<file path="src/pll_lock_map.svh">
// Register map, field positions, reset values and timing counts
`ifndef PLL_LOCK_MAP_SVH
`define PLL_LOCK_MAP_SVH

`define LD_CLK_PERIOD_NS 4

// Register indices; byte address is four times the index
`define LD_CFG_IDX 6'h19
`define LD_STATUS_IDX 6'h20
`define LD_ISTAT_IDX 6'h21
`define LD_IMASK_IDX 6'h22

`define LD_CFG_RESET 8'h00
`define LD_ISTAT_RESET 8'h00
`define LD_IMASK_RESET 8'h00

`define LD_CFG_DIS_BIT 0
`define LD_CFG_WIN_BIT 1
`define LD_CFG_CNT_LSB 2
`define LD_CFG_CNT_MSB 3

`define LD_IRQ_ACQ_BIT 0
`define LD_IRQ_LOST_BIT 1

`define LD_CNT_SEL0 8'h05
`define LD_CNT_SEL1 8'h10
`define LD_CNT_SEL2 8'h40
`define LD_CNT_SEL3 8'hFF

// Lock window and loss-of-lock threshold times, all cycle counts round down
`define LD_WIN_HI_NS 16
`define LD_WIN_LO_NS 8
`define LD_LOL_HI_NS 32
`define LD_LOL_LO_NS 16
`define LD_WIN_HI_CYC (`LD_WIN_HI_NS / `LD_CLK_PERIOD_NS)
`define LD_WIN_LO_CYC (`LD_WIN_LO_NS / `LD_CLK_PERIOD_NS)
`define LD_LOL_HI_CYC (`LD_LOL_HI_NS / `LD_CLK_PERIOD_NS)
`define LD_LOL_LO_CYC (`LD_LOL_LO_NS / `LD_CLK_PERIOD_NS)

`define LD_SKEW_MAX 8'hFF

`define LD_RESP_OKAY 2'h0
`define LD_RESP_SLVERR 2'h2

`endif

</file>
<file path="src/pll_lock_pkg.sv">
// Types shared by the lock detector modules
package pll_lock_pkg;

    typedef enum logic [1:0] {LK_OFF, LK_ACQ, LK_LOCKED} lock_state_t;

    typedef enum logic {SK_IDLE, SK_WAIT} skew_state_t;

endpackage

</file>
<file path="src/edge_sync3.sv">
// Three-stage pin synchroniser with rising edge detection
`timescale 1ns/1ns

module edge_sync3
(
    input wire logic i_mclk,
    input wire logic i_rst,
    input wire logic i_pin,
    output logic o_rise
);

    logic s1;
    logic s2;
    logic s3;
    logic stable;

    always_ff @(posedge i_mclk or posedge i_rst)
    begin
        if (i_rst)
        begin
            s1 <= 1'b0;
            s2 <= 1'b0;
            s3 <= 1'b0;
        end
        else
        begin
            s1 <= i_pin;
            s2 <= s1;
            s3 <= s2;
        end
    end

    // A change counts only once the last two stages agree
    always_ff @(posedge i_mclk or posedge i_rst)
    begin
        if (i_rst)
        begin
            stable <= 1'b0;
            o_rise <= 1'b0;
        end
        else
        begin
            o_rise <= (s2 == s3) && s2 && !stable;
            if (s2 == s3)
                stable <= s2;
        end
    end

endmodule

</file>
<file path="src/edge_skew_meter.sv">
// Measures reference to feedback rising edge skew in clock cycles
`timescale 1ns/1ns

module edge_skew_meter
    import pll_lock_pkg::*;
(
    input wire logic i_mclk,
    input wire logic i_rst,
    input wire logic i_enable,
    input wire logic i_ref_rise,
    input wire logic i_fb_rise,
    output logic o_done,
    output logic [7:0] o_skew
);
`include "pll_lock_map.svh"

    skew_state_t state;
    logic lead_ref;
    logic [7:0] cnt;
    logic lead_again;
    logic other;

    always_comb
    begin
        lead_again = lead_ref ? i_ref_rise : i_fb_rise;
        other = lead_ref ? i_fb_rise : i_ref_rise;
    end

    always_ff @(posedge i_mclk or posedge i_rst)
    begin
        if (i_rst)
        begin
            state <= SK_IDLE;
            lead_ref <= 1'b0;
            cnt <= 8'h00;
            o_done <= 1'b0;
            o_skew <= 8'h00;
        end
        else
        begin
            o_done <= 1'b0;
            if (!i_enable)
            begin
                state <= SK_IDLE;
                cnt <= 8'h00;
            end
            else
            begin
                case (state)
                    SK_IDLE:
                    begin
                        if (i_ref_rise && i_fb_rise)
                        begin
                            o_done <= 1'b1;
                            o_skew <= 8'h00;
                        end
                        else if (i_ref_rise || i_fb_rise)
                        begin
                            state <= SK_WAIT;
                            lead_ref <= i_ref_rise;
                            cnt <= 8'h01;
                        end
                    end
                    SK_WAIT:
                    begin
                        if (other)
                        begin
                            o_done <= 1'b1;
                            o_skew <= cnt;
                            state <= SK_IDLE;
                        end
                        else if (lead_again || cnt == `LD_SKEW_MAX)
                        begin
                            // Missing partner edge: report worst skew
                            o_done <= 1'b1;
                            o_skew <= `LD_SKEW_MAX;
                            cnt <= 8'h01;
                            if (!lead_again)
                                state <= SK_IDLE;
                        end
                        else
                            cnt <= cnt + 8'h01;
                    end
                    default:
                        state <= SK_IDLE;
                endcase
            end
        end
    end

endmodule

</file>
<file path="src/pll_lock_detect.sv">
// Digital lock detector with AXI4-Lite registers and interrupt
`timescale 1ns/1ns

module pll_lock_detect
    import pll_lock_pkg::*;
(
    input wire logic i_mclk,
    input wire logic i_rst,
    input wire logic i_pfd_ref,
    input wire logic i_pfd_fb,
    input wire logic [7:0] i_s_axi_awaddr,
    input wire logic i_s_axi_awvalid,
    output logic o_s_axi_awready,
    input wire logic [31:0] i_s_axi_wdata,
    input wire logic [3:0] i_s_axi_wstrb,
    input wire logic i_s_axi_wvalid,
    output logic o_s_axi_wready,
    output logic [1:0] o_s_axi_bresp,
    output logic o_s_axi_bvalid,
    input wire logic i_s_axi_bready,
    input wire logic [7:0] i_s_axi_araddr,
    input wire logic i_s_axi_arvalid,
    output logic o_s_axi_arready,
    output logic [31:0] o_s_axi_rdata,
    output logic [1:0] o_s_axi_rresp,
    output logic o_s_axi_rvalid,
    input wire logic i_s_axi_rready,
    output logic o_digital_lock_flag,
    output logic o_irq
);
`include "pll_lock_map.svh"

    logic [1:0] pin_rise;
    logic meas_done;
    logic [7:0] meas_skew;
    logic [7:0] lock_cfg;
    logic [7:0] irq_stat;
    logic [7:0] irq_mask;
    logic [7:0] next_irq_stat;
    logic [7:0] irq_evt;
    lock_state_t state;
    logic [7:0] run_cnt;
    logic [7:0] last_skew;
    logic [7:0] win_cyc;
    logic [7:0] lol_cyc;
    logic [7:0] target;
    logic in_window;
    logic lost;
    logic aw_held;
    logic w_held;
    logic [5:0] aw_idx;
    logic [31:0] w_data;
    logic [3:0] w_strb;
    logic do_write;
    logic detect_on;

    function automatic logic [7:0] count_target(input logic [1:0] sel);
        case (sel)
            2'h0: count_target = `LD_CNT_SEL0;
            2'h1: count_target = `LD_CNT_SEL1;
            2'h2: count_target = `LD_CNT_SEL2;
            default: count_target = `LD_CNT_SEL3;
        endcase
    endfunction

    function automatic logic idx_mapped(input logic [5:0] idx);
        idx_mapped = (idx == `LD_CFG_IDX) || (idx == `LD_STATUS_IDX) ||
            (idx == `LD_ISTAT_IDX) || (idx == `LD_IMASK_IDX);
    endfunction

    genvar g;
    generate
        for (g = 0; g < 2; g = g + 1)
        begin : g_sync
            edge_sync3 u_sync
            (
                .i_mclk(i_mclk),
                .i_rst(i_rst),
                .i_pin(g == 0 ? i_pfd_ref : i_pfd_fb),
                .o_rise(pin_rise[g])
            );
        end
    endgenerate

    assign detect_on = !lock_cfg[`LD_CFG_DIS_BIT];

    edge_skew_meter u_meter
    (
        .i_mclk(i_mclk),
        .i_rst(i_rst),
        .i_enable(detect_on),
        .i_ref_rise(pin_rise[0]),
        .i_fb_rise(pin_rise[1]),
        .o_done(meas_done),
        .o_skew(meas_skew)
    );

    // Only bits [3:0] are decoded; the upper nibble is stored for readback
    always_comb
    begin
        if (lock_cfg[`LD_CFG_WIN_BIT])
        begin
            win_cyc = 8'(`LD_WIN_LO_CYC);
            lol_cyc = 8'(`LD_LOL_LO_CYC);
        end
        else
        begin
            win_cyc = 8'(`LD_WIN_HI_CYC);
            lol_cyc = 8'(`LD_LOL_HI_CYC);
        end
        target = count_target(
            lock_cfg[`LD_CFG_CNT_MSB:`LD_CFG_CNT_LSB]);
        in_window = meas_skew < win_cyc;
        // Threshold above window gives hysteresis against flag chatter
        lost = meas_skew > lol_cyc;
    end

    always_ff @(posedge i_mclk or posedge i_rst)
    begin
        if (i_rst)
        begin
            state <= LK_OFF;
            run_cnt <= 8'h00;
            o_digital_lock_flag <= 1'b0;
            irq_evt <= 8'h00;
        end
        else
        begin
            irq_evt <= 8'h00;
            if (!detect_on)
            begin
                state <= LK_OFF;
                run_cnt <= 8'h00;
                o_digital_lock_flag <= 1'b0;
                if (state == LK_LOCKED)
                    irq_evt[`LD_IRQ_LOST_BIT] <= 1'b1;
            end
            else
            begin
                case (state)
                    LK_OFF:
                    begin
                        state <= LK_ACQ;
                        run_cnt <= 8'h00;
                    end
                    LK_ACQ:
                    begin
                        if (meas_done)
                        begin
                            if (!in_window)
                                run_cnt <= 8'h00;
                            else if (run_cnt + 8'h01 >= target)
                            begin
                                state <= LK_LOCKED;
                                run_cnt <= 8'h00;
                                o_digital_lock_flag <= 1'b1;
                                irq_evt[`LD_IRQ_ACQ_BIT] <= 1'b1;
                            end
                            else
                                run_cnt <= run_cnt + 8'h01;
                        end
                    end
                    LK_LOCKED:
                    begin
                        if (meas_done && lost)
                        begin
                            state <= LK_ACQ;
                            o_digital_lock_flag <= 1'b0;
                            irq_evt[`LD_IRQ_LOST_BIT] <= 1'b1;
                        end
                    end
                    default:
                    begin
                        state <= LK_OFF;
                        o_digital_lock_flag <= 1'b0;
                    end
                endcase
            end
        end
    end

    always_ff @(posedge i_mclk or posedge i_rst)
    begin
        if (i_rst)
            last_skew <= 8'h00;
        else if (meas_done)
            last_skew <= meas_skew;
    end

    // Write address channel
    always_ff @(posedge i_mclk or posedge i_rst)
    begin
        if (i_rst)
        begin
            o_s_axi_awready <= 1'b0;
            aw_held <= 1'b0;
            aw_idx <= 6'h00;
        end
        else if (i_s_axi_awvalid && o_s_axi_awready)
        begin
            o_s_axi_awready <= 1'b0;
            aw_held <= 1'b1;
            aw_idx <= i_s_axi_awaddr[7:2];
        end
        else if (do_write)
            aw_held <= 1'b0;
        else if (!aw_held && !o_s_axi_bvalid)
            o_s_axi_awready <= 1'b1;
    end

    // Write data channel
    always_ff @(posedge i_mclk or posedge i_rst)
    begin
        if (i_rst)
        begin
            o_s_axi_wready <= 1'b0;
            w_held <= 1'b0;
            w_data <= 32'h0000_0000;
            w_strb <= 4'h0;
        end
        else if (i_s_axi_wvalid && o_s_axi_wready)
        begin
            o_s_axi_wready <= 1'b0;
            w_held <= 1'b1;
            w_data <= i_s_axi_wdata;
            w_strb <= i_s_axi_wstrb;
        end
        else if (do_write)
            w_held <= 1'b0;
        else if (!w_held && !o_s_axi_bvalid)
            o_s_axi_wready <= 1'b1;
    end

    assign do_write = aw_held && w_held && !o_s_axi_bvalid;

    always_ff @(posedge i_mclk or posedge i_rst)
    begin
        if (i_rst)
        begin
            o_s_axi_bvalid <= 1'b0;
            o_s_axi_bresp <= `LD_RESP_OKAY;
        end
        else if (do_write)
        begin
            o_s_axi_bvalid <= 1'b1;
            o_s_axi_bresp <= idx_mapped(aw_idx) ? `LD_RESP_OKAY
                                                : `LD_RESP_SLVERR;
        end
        else if (o_s_axi_bvalid && i_s_axi_bready)
            o_s_axi_bvalid <= 1'b0;
    end

    always_ff @(posedge i_mclk or posedge i_rst)
    begin
        if (i_rst)
        begin
            lock_cfg <= `LD_CFG_RESET;
            irq_mask <= `LD_IMASK_RESET;
        end
        else if (do_write && w_strb[0])
        begin
            if (aw_idx == `LD_CFG_IDX)
                lock_cfg <= w_data[7:0];
            if (aw_idx == `LD_IMASK_IDX)
                irq_mask <= w_data[7:0];
        end
    end

    // Write-one-to-clear; a new event in the clearing cycle still sets
    always_comb
    begin
        next_irq_stat = irq_stat;
        if (do_write && w_strb[0] && aw_idx == `LD_ISTAT_IDX)
            next_irq_stat = irq_stat & ~w_data[7:0];
        next_irq_stat = next_irq_stat | irq_evt;
    end

    always_ff @(posedge i_mclk or posedge i_rst)
    begin
        if (i_rst)
        begin
            irq_stat <= `LD_ISTAT_RESET;
            o_irq <= 1'b0;
        end
        else
        begin
            irq_stat <= next_irq_stat;
            o_irq <= |(next_irq_stat & irq_mask);
        end
    end

    function automatic logic [31:0] reg_read(input logic [5:0] idx);
        case (idx)
            `LD_CFG_IDX: reg_read = {24'h000000, lock_cfg};
            `LD_STATUS_IDX: reg_read = {8'h00, run_cnt, last_skew, 5'h00,
                                        state, o_digital_lock_flag};
            `LD_ISTAT_IDX: reg_read = {24'h000000, irq_stat};
            `LD_IMASK_IDX: reg_read = {24'h000000, irq_mask};
            default: reg_read = 32'h0000_0000;
        endcase
    endfunction

    // Read channel
    always_ff @(posedge i_mclk or posedge i_rst)
    begin
        if (i_rst)
        begin
            o_s_axi_arready <= 1'b0;
            o_s_axi_rvalid <= 1'b0;
            o_s_axi_rdata <= 32'h0000_0000;
            o_s_axi_rresp <= `LD_RESP_OKAY;
        end
        else if (i_s_axi_arvalid && o_s_axi_arready)
        begin
            o_s_axi_arready <= 1'b0;
            o_s_axi_rvalid <= 1'b1;
            o_s_axi_rdata <= reg_read(i_s_axi_araddr[7:2]);
            o_s_axi_rresp <= idx_mapped(i_s_axi_araddr[7:2]) ? `LD_RESP_OKAY
                                                             : `LD_RESP_SLVERR;
        end
        else if (o_s_axi_rvalid && i_s_axi_rready)
        begin
            o_s_axi_rvalid <= 1'b0;
            o_s_axi_arready <= 1'b1;
        end
        else if (!o_s_axi_rvalid)
            o_s_axi_arready <= 1'b1;
    end

endmodule

</file>
<file path="config.mk">
export PLATFORM = sky130hd
export DESIGN_NAME = pll_lock_detect
export DESIGN_NICKNAME = d
export VERILOG_FILES = /design/src/pll_lock_pkg.sv /design/src/edge_sync3.sv /design/src/edge_skew_meter.sv /design/src/pll_lock_detect.sv
export VERILOG_INCLUDE_DIRS = /design/src
export SDC_FILE = /design/constraint.sdc
export NUM_CORES = 1
export LEC_CHECK = 0
export ABC_AREA = 1
export CORE_ASPECT_RATIO = 0.7
export CORE_MARGIN = 3
export CORE_UTILIZATION = 45
export CTS_BUF_LIST = sky130_fd_sc_hd__clkbuf_4 sky130_fd_sc_hd__clkbuf_8 sky130_fd_sc_hd__clkbuf_16
export DETAILED_ROUTE_END_ITERATION = 10
export DONT_BUFFER_PORTS = 1
export GPL_ROUTABILITY_DRIVEN = 0
export SLEW_MARGIN = 20
export SYNTH_ARGS = -nofsm -noshare
export SYNTH_HDL_FRONTEND = slang
export SYNTH_SLANG_ARGS = --single-unit
</file>
<file path="constraint.sdc">
create_clock -name i_mclk -period 4.5 [get_ports i_mclk]
set_clock_uncertainty 0.2 [all_clocks]
set_input_delay 0 -clock i_mclk [delete_from_list [all_inputs] [get_ports i_mclk]]
set_output_delay 0 -clock i_mclk [all_outputs]
set_load 0.02 [all_outputs]
</file>
==> results of run 1 <==
-- metal layers --
layer  routed length [microns]  vias to the layer above  share of wire
met5                         0                        -              0
met4                       130                        0          0.010
met3                       616                       11          0.048
met2                      6010                      102           0.47
met1                      6010                     2155           0.47
li1                          -                     2265              -
-- critical path, cell delays in order (launching register included) --
cell	delay [ps]
dfrtp_1	480
nand2_1	130
clkinv_1	440
nand2_1	190
dlygate4sd3_1	560
o21ai_0	80
dlygate4sd3_1	590
-- cells in the final DEF (no fill, tap or decap), types with 2 or more instances in the layout --
cell             n
inv_2            6
nand3_1         19
nor2_2           5
clkbuf_16       17
nand4_1          2
nand2_2          5
clkinvlp_4       2
inv_4            2
inv_1           97
a21oi_1         33
nand2_8          2
dlygate4sd3_1   62
o21a_1           2
o31ai_1         17
nand3b_1         2
clkinv_1         2
ha_1            20
conb_1          10
nand3_2          2
inv_6            6
nor3_1           3
nor3_2           2
nor2_1          33
nor2_4           6
mux2_2           2
dfrtp_1        123
o21ai_1         25
buf_4            3
o22ai_1          7
o21ai_0         44
clkinv_4         2
xor2_1           7
bufinv_16        4
nand2_1        167
-- kinds of logic (layout without fill, tap and decap cells) --
logic type | count (synthesis) | in the layout | synth area share
flops | 123 | 123 | 0.524
mux | 2 | 2 | 0.00383
compound gates | 135 | 135 | 0.130
xor+xnor | 7 | 7 | 0.0104
buf+inv | 131 | 204 | 0.0939
other cells | 1 | 10 | 0.000639
fa+ha+maj | 20 | 20 | 0.0426
simple gates | 251 | 251 | 0.195
-- power breakdown --
group	total, W	internal (W)	switching (W)	leakage [nW]
sequential	0.00161	0.00136	0.000252	1.61
combinational	0.00102	0.000411	0.000612	1.64
clock	0.00146	0.000938	0.000522	0.306
-- final cells by class --
type / instances / area (sq um) / area share
flip-flops and latches: 123 / 3080 / 0.425
multi-input cells: 425 / 2280 / 0.314
repair buffers: 65 / 643 / 0.0888
clock buffers: 17 / 425 / 0.0587
inverters: 107 / 407 / 0.0561
clock inverters: 15 / 210 / 0.0290
well taps: 162 / 203 / 0.0280
-- per-stage QoR --
stage | utilization | hold slack, ps | std cells | power (W)
6_report | 0.575 | 35.5 | 914 | 0.00409
5_1_grt | 0.575 | 86.0 | 914 | 0.00435
4_1_cts | 0.575 | 18.2 | 914 | 0.00411
3_5_place_dp | 0.475 | -396 | 820 | 0.00248
3_3_place_gp | 0.475 | -399 | 820 | 0.00243
2_1_floorplan | - | -169 | 679 | 0.00228
-- sequential cells by signal, summed over array words and instances, names as in the netlist, 6 cells and up --
name / flops
aw_idx: 6
irq_mask: 8
irq_stat: 8
last_skew: 8
lock_cfg: 8
o_s_axi_rdata: 24
run_cnt: 8
u_meter.cnt: 8
u_meter.o_skew: 8
w_data: 8
-- path summary, 6_finish.rpt --
kind,slack [ps],depth (start not counted),endpoint,start
min reg2reg,150,0,g_sync[1].u_sync.s2$_DFF_PP0_,g_sync[1].u_sync.s1$_DFF_PP0_
min in group asynchronous,70,3,g_sync[1].u_sync.s1$_DFF_PP0_,i_rst
max in group asynchronous,3230,3,aw_idx[1]$_DFFE_PP0P_,i_rst
max reg2reg,1720,6,w_data[6]$_DFFE_PP0P_,o_s_axi_wready$_DFFE_PP0P_
max,1720,6,w_data[6]$_DFFE_PP0P_,o_s_axi_wready$_DFFE_PP0P_
min,40,6,o_s_axi_rdata[3]$_DFFE_PP0P_,i_s_axi_araddr[7]
==> impl_results.md, run 1 <==
- Status: finished clean
- Unrepaired setup endpoints after global routing: false
- Max Cap Violations: 0
- Die Wd: 143 microns
- Vias in the first global route: 4,642
- Post-CTS Setup Repair Bufs: 0
- Post-synth top area cell: dfrtp_1
- Port bufs: 0
- Largest net degree at the start of global routing: 61
- DIE HEIGHT: 102 microns
- Final Net Count: 820
- Period utilisation layout: 0.619
- Setup ws final: 1720 ps
- CTS root buffer: clkbuf_16
- Met2 Resource Use GR: 0.300
- Synth Warn #: 0
- Synthesis-stage register bit count: 123
- Resize count post-CTS: 0
- Final setup fails: 0
- Ys flop type: dfrtp_1
- Core Box Area: 12,600 sq um
- Area of the mapped netlist: 5870 sq um
- Initial Util: 0.466
- Tmin final: 2780 ps
- Worst Hold Class: in -> reg
- Via count: 4,533
- ANT nets after route: 0
- Startpoint types: flip-flop
- DRT iter0 DRCs: 301
- Pwr/cell area: 564 nW/um^2
- TritonCTS clock tree: done
- Clk pin slew, worst setup/hold paths: 60 ps
- Number of remaining DRC errors: 0
- Ranking of synthesized cells by area: dfrtp_1, nand2_1, inv_1, ha_1, o21ai_0
- Layout cells sized above 1: 0.0971
- Initial antenna violation count: 0
- Finished Cell Area: 7240 sq um
- Syn Inst Count: 670
- Setup TNS: 0 ps
- # clock sinks: 123
- Crit-path max FO: 19
- Final Hold Fails: 0
- Vias per cell: 4.96
- Seq/Total Area, Yosys: 0.524
- Area Overhead vs Synth: 23.3%
- WP data required: 4590 ps
- I/O Pins: 104
- # hold bufs at CTS: 62
- Fmax achieved: 359 MHz
- Yosys cell types: 41
- Syn avg cell area: 8.77 sq um
- Overflow after GRT: 0
- H-tree levels: 4
- Layout fillers: 1,075
- Worst-skew pair later-pin latency: 410 ps
- Routed wire length per instance: 14.0 microns
- Max clock buf depth: 2
- DIE AREA: 14,500 sq um
- Post-synth EDFFs: 0
- Wire length of the first global-routing pass: 21,700 microns
- Worst slew margin: 0.432
- Slew @ Worst Pin: 850 ps
- Post-DP Area: 5990 sq um
- Share of Yosys cell area claimed by the top area cell type: 0.524
- Slew Limit Fails: 0
- CTS buffer count: 17
- Ant diodes: 0
- Met3 Resource Use GR: 0.0547
- CP Data Arrival Time: 2870 ps
- Count leader, synth: nand2_1
- Setup CP Type: reg -> reg
- Routing usage on met1: 0.245
- FFs w/ async S/R, synth: 1.00
- Post-synth top cells: nand2_1, dfrtp_1, inv_1
- Peak supply drop: 0.000366 V
- Pre-CTS WS: 2030 ps
- Global routing's busiest layer: met2
- CP Capture Type: flip-flop
- GRT Total Usage: 0.187
- # rows: 34
- Dpl hpwl: 8560 microns
- Routed WL: 12,800 microns
- LEAKAGE: 3.55 nW
- Pre-antenna DRT Iters: 4
Power figures use the tool's default switching activity.
==> inputs of run 2 (changes only) <==
==> constraint.sdc (replaced) <==
create_clock -name i_mclk -period 2.8 [get_ports i_mclk]
set_clock_uncertainty 0.2 [all_clocks]
set_input_delay 0 -clock i_mclk [delete_from_list [all_inputs] [get_ports i_mclk]]
set_output_delay 0 -clock i_mclk [all_outputs]
set_load 0.02 [all_outputs]
==> run 2 against run 1 <==
  * Die area unchanged
  * Routed wire length down 2.6%
  * Via count up 0.29%
  * Utilization up 0.070 points
  * Register-to-register slack worse by 1500 ps
  * Sequential share of layout area down 0.051 points
  * Non-clock buffer count up 3
  * Final area up 0.12%
  * Sequential power up 60%
  * Critical path depth up 4
  * Largest power group unchanged
==> impl_results.md, run 2 (synthesis results as in run 1) <==
- Status: finished clean
- Area Overhead vs Synth: 23.5%
- Startpoint types: input port
- Clk pin slew, worst setup/hold paths: 60 ps (about the same)
- Most frequent cells in the layout: nand2_1, dfrtp_1, inv_1, dlygate4sd3_1, o21ai_0
- H-tree levels: 4 (unchanged)
- Fin util: 0.576 (+0.000695)
- Layout cells sized above 1: 0.101 (+0.00359)
- Setup CP Type: in -> reg
- Overflow after GRT: 0 (unchanged)
- I/O Pins: 104 (unchanged)
- Detail Route met2 WL: 5660 microns (-5.8%)
- Vias in the first global route: 4,492 (-3.2%)
- Pre-antenna DRT Iters: 5 (+1)
- Core Box Area: 12,600 sq um (unchanged)
- Wl on met1: 6070 microns (+1.0%)
- ANT nets after route: 0 (unchanged)
- R2R setup slack: 170 ps (-1550 ps)
- DIE HEIGHT: 102 microns (unchanged)
- Final setup fails: 0 (unchanged)
- GRT Total Usage: 0.182 (-0.00526)
- Routed WL: 12,400 microns (-2.6%)
- Dpl hpwl: 8340 microns (-2.7%)
- Pwr/cell area: 881 nW/um^2 (+56%)
- LEAKAGE: 3.55 nW (-0.12%)
- Largest net degree at the start of global routing: 124 (+100%)
- Tmin final: 2670 ps
- Ant diodes: 0 (unchanged)
- DRT iter0 DRCs: 329 (+9.3%)
- Top routing layer used: met4
- Setup ws final: 134 ps (-1580 ps)
- Tot Pwr: 0.00639 W (+56%)
- Period utilisation layout: 0.952
- Worst Hold Class: in -> reg
- Hold Path End: o_s_axi_bvalid$_DFFE_PP0P_
- Number of remaining DRC errors: 0 (unchanged)
- Max clock buf depth: 2 (unchanged)
- Worst slew margin: 0.560 (+0.128)
- Slew Limit Fails: 0 (unchanged)
- Pre-CTS WS: 346 ps (-1680 ps)
- Leading cell type in the layout, fill and taps excluded: nand2_1
- Worst r2r src: o_s_axi_wready$_DFFE_PP0P_
- Routed wire length per instance: 13.6 microns (-2.9%)
- Fmax achieved: 375 MHz
- WP data required: 2890 ps (-1700 ps)
- CP Data Arrival Time: 2750 ps (-120 ps)
- Peak supply drop: 0.000477 V (+31%)
- Unrepaired setup endpoints after global routing: false
- Wire length of the first global-routing pass: 21,100 microns (-2.8%)
- Worst Hold Launch: i_s_axi_bready
- Terminus of the critical flop-to-flop path: w_data[0]$_DFFE_PP0P_
- Worst Reg-to-Reg Cells: 6 (unchanged)
- Worst-skew pair later-pin latency: 420 ps (about the same)
- Crit-path max FO: 3 (-16)
- Setup TNS: 0 ps (unchanged)
- Crit-path max cell delay: 570 ps (-20 ps)
- Final Net Count: 823 (+0.37%)
- Die Wd: 143 microns (unchanged)
- Initial antenna violation count: 0 (unchanged)
- DIE AREA: 14,500 sq um (unchanged)
- Most Frequent Cell on Critical Path: dlygate4sd3_1
- Cell chain of the critical path: dlygate4sd3_1, inv_1, nand2_1, dlygate4sd3_1, nor2_1, nand2_1, dlygate4sd3_1, nand4_1, dlygate4sd3_1, o21ai_0
- Biggest register: o_s_axi_rdata
- Max reg flops: 24 (unchanged)
- CP Capture Type: flip-flop
- # rows: 34 (unchanged)
- Initial Util: 0.466 (unchanged)
- Final Hold Fails: 0 (unchanged)
- Vias per cell: 4.96 (about the same)
- # clock sinks: 123 (unchanged)
- DR WL met3: 574 microns (-6.8%)
- Slew @ Worst Pin: 661 ps (-189 ps)
- Via count: 4,546 (+0.29%)
- Port bufs: 0 (unchanged)
- CTS root buffer: clkbuf_16
- CTS buffer count: 17 (unchanged)
- Worst path slowest cell: dlygate4sd3_1
- Max Cap Violations: 0 (unchanged)
- TritonCTS clock tree: done
- Worst Hold Depth: 2 (-4)
==> run 2: power breakdown <==
group | total [W] | internal [W] | switching (W) | leakage (nW)
Combinational | 0.00162 | 0.000657 | 0.000960 | 1.65
Sequential | 0.00258 | 0.00218 | 0.000398 | 1.61
Clock | 0.00220 | 0.00135 | 0.000848 | 0.292
==> run 2: worst max path at each step <==
| stage | from | cells after the start | slack (ps) | end |
|---|---|---|---|---|
| after global placement | run_cnt[0]$_DFFE_PP0P_ | 13 | 400 | run_cnt[1]$_DFFE_PP0P_ |
| after detailed placement | run_cnt[0]$_DFFE_PP0P_ | 13 | 350 | run_cnt[1]$_DFFE_PP0P_ |
| after floorplan | run_cnt[0]$_DFFE_PP0P_ | 15 | 590 | state[0]$_DFFE_PP0P_ |
| after global routing | o_s_axi_awready$_DFFE_PP0P_ | 6 | 30 | aw_idx[1]$_DFFE_PP0P_ |
| after CTS | o_s_axi_wready$_DFFE_PP0P_ | 6 | 40 | w_data[3]$_DFFE_PP0P_ |
| final | i_s_axi_araddr[4] | 10 | 130 | o_s_axi_rresp[1]$_DFFE_PP0P_ |
==> run 2: cell type report <==
type	count	area (sq um)
Sequential cell	123	3080
Timing Repair Buffer	68	683
Tap cell	162	203
Clock inverter	14	156
Clock buffer	18	439
Inverter	107	415
Multi-Input combinational cell	425	2280
Fill cell	1079	5340
==> run 2: through the flow <==
stage | area (sq um) | instances | hold WS (ps)
after global placement | 6010 | 821 | -169
final | 7250 | 917 | 22.1
after CTS | 7240 | 917 | 2.40
after detailed placement | 6010 | 821 | -169
after floorplan | 5910 | 679 | -169
after global routing | 7250 | 917 | 43.3
==> run 2: routing by layer <==
metal  global-route usage  vias up
met2                0.280      107
li1                     -     2270
met1                0.253     2154
met5                    0        -
met3               0.0411       15
met4               0.0687        0
==> run 2: what timing repair did <==
action | in CTS | in global routing
buffers inserted | 0 | 0
gates resized for setup | 0 | 2
endpoints found under the hold margin | 172 | 0
endpoints found under the setup margin | 0 | 9
hold buffers | 64 | 0
==> run 2: worst max-delay path, delay by kind of cell <==
kind	cells	cell delay, ps
buf+inv	5	2250
simple gates	4	420
compound gates	1	70
==> inputs of run 3 (changes only) <==
--- a/config.mk
+++ b/config.mk
@@ -6,7 +6,6 @@
 export SDC_FILE = /design/constraint.sdc
 export NUM_CORES = 1
 export LEC_CHECK = 0
-export ABC_AREA = 1
 export CORE_ASPECT_RATIO = 0.7
 export CORE_MARGIN = 3
 export CORE_UTILIZATION = 45
==> run 3 against run 2 <==
  * Non-clock buffer count shrank 12
  * Largest power group unchanged
  * Sequential power grew 2%
  * Clock power grew 3%
  * Register-to-register slack is essentially flat
  * Critical endpoint is now o_digital_lock_flag$_DFFE_PP0P_
==> impl_results.md, run 3 <==
- Die Wd: 140 microns (-2.1%)
- Layout cells sized above 1: 0.200 (+0.0993)
- Max reg flops: 24 (unchanged)
- Core Box Area: 11,900 sq um (-5.2%)
- Clk pin slew, worst setup/hold paths: 60 ps (about the same)
- GRT Total Usage: 0.178 (-0.00371)
- Ant diodes: 0 (unchanged)
- Pwr/cell area: 923 nW/um^2 (+4.8%)
- Setup CP Type: reg -> reg
- Synth Warn #: 0 (unchanged)
- Cell family with most CP delay: simple AND/OR/NAND/NOR gates
- CTS root buffer: clkbuf_16
- Pre-CTS WS: 191 ps (-155 ps)
- Bufs and invs on worst path: 1 (-4)
- Ys flop type: dfrtp_1
- Slew Limit Fails: 0 (unchanged)
- Fin util: 0.574 (-0.00152)
- Largest net degree at the start of global routing: 44 (-65%)
- Crit-path max FO: 5 (+2)
- Multi-input gate area: 2360 sq um (+3.6%)
- Initial Util: 0.470 (+0.00407)
- Syn Inst Count: 483 (-28%)
- Vias in the first global route: 3,953 (-12%)
- Max Cap Violations: 0 (unchanged)
- Worst Hold Class: in -> reg
- FFs w/ async S/R, synth: 1.00 (unchanged)
- Yosys cell types: 59 (+44%)
- Share of Yosys cell area claimed by the top area cell type: 0.548 (+0.0242)
- Leading cell type in the layout, fill and taps excluded: dfrtp_1
- # clock sinks: 123 (unchanged)
- Area Overhead vs Synth: 22.1%
- LEAKAGE: 3.16 nW (-11%)
- Non-Filler Instances: 712 (-22%)
- DIE AREA: 13,900 sq um (-4.2%)
- Setup ws final: 163 ps (+29.2 ps)
- Count leader, synth: dfrtp_1
- Register area: 3080 sq um (unchanged)
- Worst-skew pair later-pin latency: 410 ps (about the same)
- Cell chain of the critical path: ha_1, nand3_1, xnor2_1, ha_1, or4_1, a21oi_1, o31a_1, buf_4, nand2b_1, o211ai_1
- Setup TNS: 0 ps (unchanged)
- Ranking of synthesized cells by area: dfrtp_1, mux2_2, ha_1, o21ai_0, nand2_1
- Pre-antenna DRT Iters: 5 (unchanged)
- Peak supply drop: 0.000505 V (+5.7%)
- DRT iter0 DRCs: 199 (-40%)
- Resize count post-CTS: 0 (unchanged)
- Initial antenna violation count: 0 (unchanged)
- Final Net Count: 623 (-24%)
- Post-synth top area cell: dfrtp_1
- DIE HEIGHT: 99.5 microns (-2.1%)
- Final Hold Fails: 0 (unchanged)
- CP Data Arrival Time: 2710 ps (-40 ps)
- Max clock buf depth: 2 (unchanged)
- Via count: 3,871 (-15%)
- Post-synth EDFFs: 0 (unchanged)
- Post-DP Area: 5790 sq um (-3.6%)
- Worst r2r src: run_cnt[1]$_DFFE_PP0P_
- Post-synth top cells: dfrtp_1, mux2_2, nand2_1
- Worst path slowest cell: or4_1
- Crit-path max cell delay: 430 ps (-140 ps)
- Area of the mapped netlist: 5610 sq um (-4.4%)
- Status: finished clean
- Final setup fails: 0 (unchanged)
- WP data required: 2880 ps (about the same)
- Slew @ Worst Pin: 911 ps (+250 ps)
- Syn avg cell area: 11.6 sq um (+33%)
- Vias per cell: 5.44 (+9.7%)
- Number of remaining DRC errors: 0 (unchanged)
- H-tree levels: 4 (unchanged)
- Wire length of the first global-routing pass: 19,900 microns (-5.6%)
- TritonCTS clock tree: done
- CTS buffer count: 17 (unchanged)
- # rows: 33 (-2.9%)
- Most frequent cells in the layout: dfrtp_1, mux2_2, dlygate4sd3_1, nand2_1, o21ai_0
- Synthesis-stage register bit count: 123 (unchanged)
- Overflow after GRT: 0 (unchanged)
- Seq/Total Area, Yosys: 0.548 (+0.0242)
- Dpl hpwl: 7920 microns (-5.0%)
- Startpoint types: flip-flop
- Biggest register: o_s_axi_rdata
- Worst slew margin: 0.391 (-0.168)
- I/O Pins: 104 (unchanged)
- Worst Setup SP: run_cnt[1]$_DFFE_PP0P_
- CP Capture Type: flip-flop
- Most Frequent Cell on Critical Path: ha_1
- Routed WL: 11,600 microns (-6.9%)
- Finished Cell Area: 6850 sq um (-5.5%)
- Port bufs: 0 (unchanged)
- Worst Hold Launch: i_s_axi_araddr[6]
- # placed instances: 635 (-23%)
- Routed wire length per instance: 16.3 microns (+20%)
- Period utilisation layout: 0.942 (-0.0104)
- Layout fillers: 1,016 (-5.8%)
- ANT nets after route: 0 (unchanged)
- Fmax achieved: 379 MHz (+1.1%)
- Tmin final: 2640 ps (-29.2 ps)
[run 3: kinds of logic after synthesis]
group                      after synthesis  synth area share
xor gates and xnor gates                 5           0.00780
and+or+nand+nor                        134             0.128
AOI/OAI and AO/OA                      114             0.144
adders and majority gates               20            0.0446
DFF                                    123             0.548
other                                    1          0.000668
muxes                                   45            0.0896
buffers and inverters                   41            0.0377
[run 3: final timing paths]
kind,endpoint,slack (ps),depth (start not counted)
min,o_s_axi_rdata[2]$_DFFE_PP0P_,10,4
min in group asynchronous,g_sync[1].u_sync.s2$_DFF_PP0_,60,2
max in group asynchronous,o_s_axi_rdata[20]$_DFFE_PP0P_,1470,3
max,o_digital_lock_flag$_DFFE_PP0P_,160,10
max reg2reg,o_digital_lock_flag$_DFFE_PP0P_,160,10
min reg2reg,g_sync[0].u_sync.s2$_DFF_PP0_,150,0
[run 3: per-stage QoR]
| stage | hold slack [ps] | power [W] |
|---|---|---|
| finish | 12.6 | 0.00633 |
| global placement | -169 | 0.00386 |
| detailed placement | -169 | 0.00394 |
| global route | 53.5 | 0.00673 |
| CTS | 9.00 | 0.00636 |
| floorplan | -169 | 0.00357 |
[run 3: what timing repair did]
item,CTS,global route
setup endpoints to repair,0,3
endpoints found under the hold margin,117,0
setup buffers,0,3
hold buffers,42,0
[run 3: worst reg2reg max path: cells and delay by family (launching register included)]
family	cells	cell delay [ps]
AND/OR/NAND/NOR	3	700
buffers and inverters	1	130
adder cells (fa/ha/maj)	2	440
flip-flops	1	410
XOR/XNOR	1	170
AO/OA/AOI/OAI	3	450
[run 3: cell type report]
type | instances | share of cell area
repair buffers | 56 | 0.0785
multi-input cells | 328 | 0.344
well taps | 157 | 0.0287
inverters | 16 | 0.00931
flip-flops and latches | 123 | 0.449
clock inverters | 13 | 0.0243
clock buffers | 19 | 0.0661
[run 3: routing by layer]
metal / wire [microns] / up-vias / share of wire / global-route usage
met5: 0 / - / 0 / 0
met4: 42 / 0 / 0.0036 / 0.0429
met3: 646 / 4 / 0.056 / 0.0562
met2: 5280 / 91 / 0.46 / 0.263
met1: 5610 / 1923 / 0.48 / 0.258
li1: - / 1853 / - / -
[run 3: power by group]
part           total, W  internal (W)  switching, W
Clock           0.00226       0.00145      0.000806
Sequential      0.00264       0.00219      0.000449
Combinational   0.00143      0.000741      0.000685
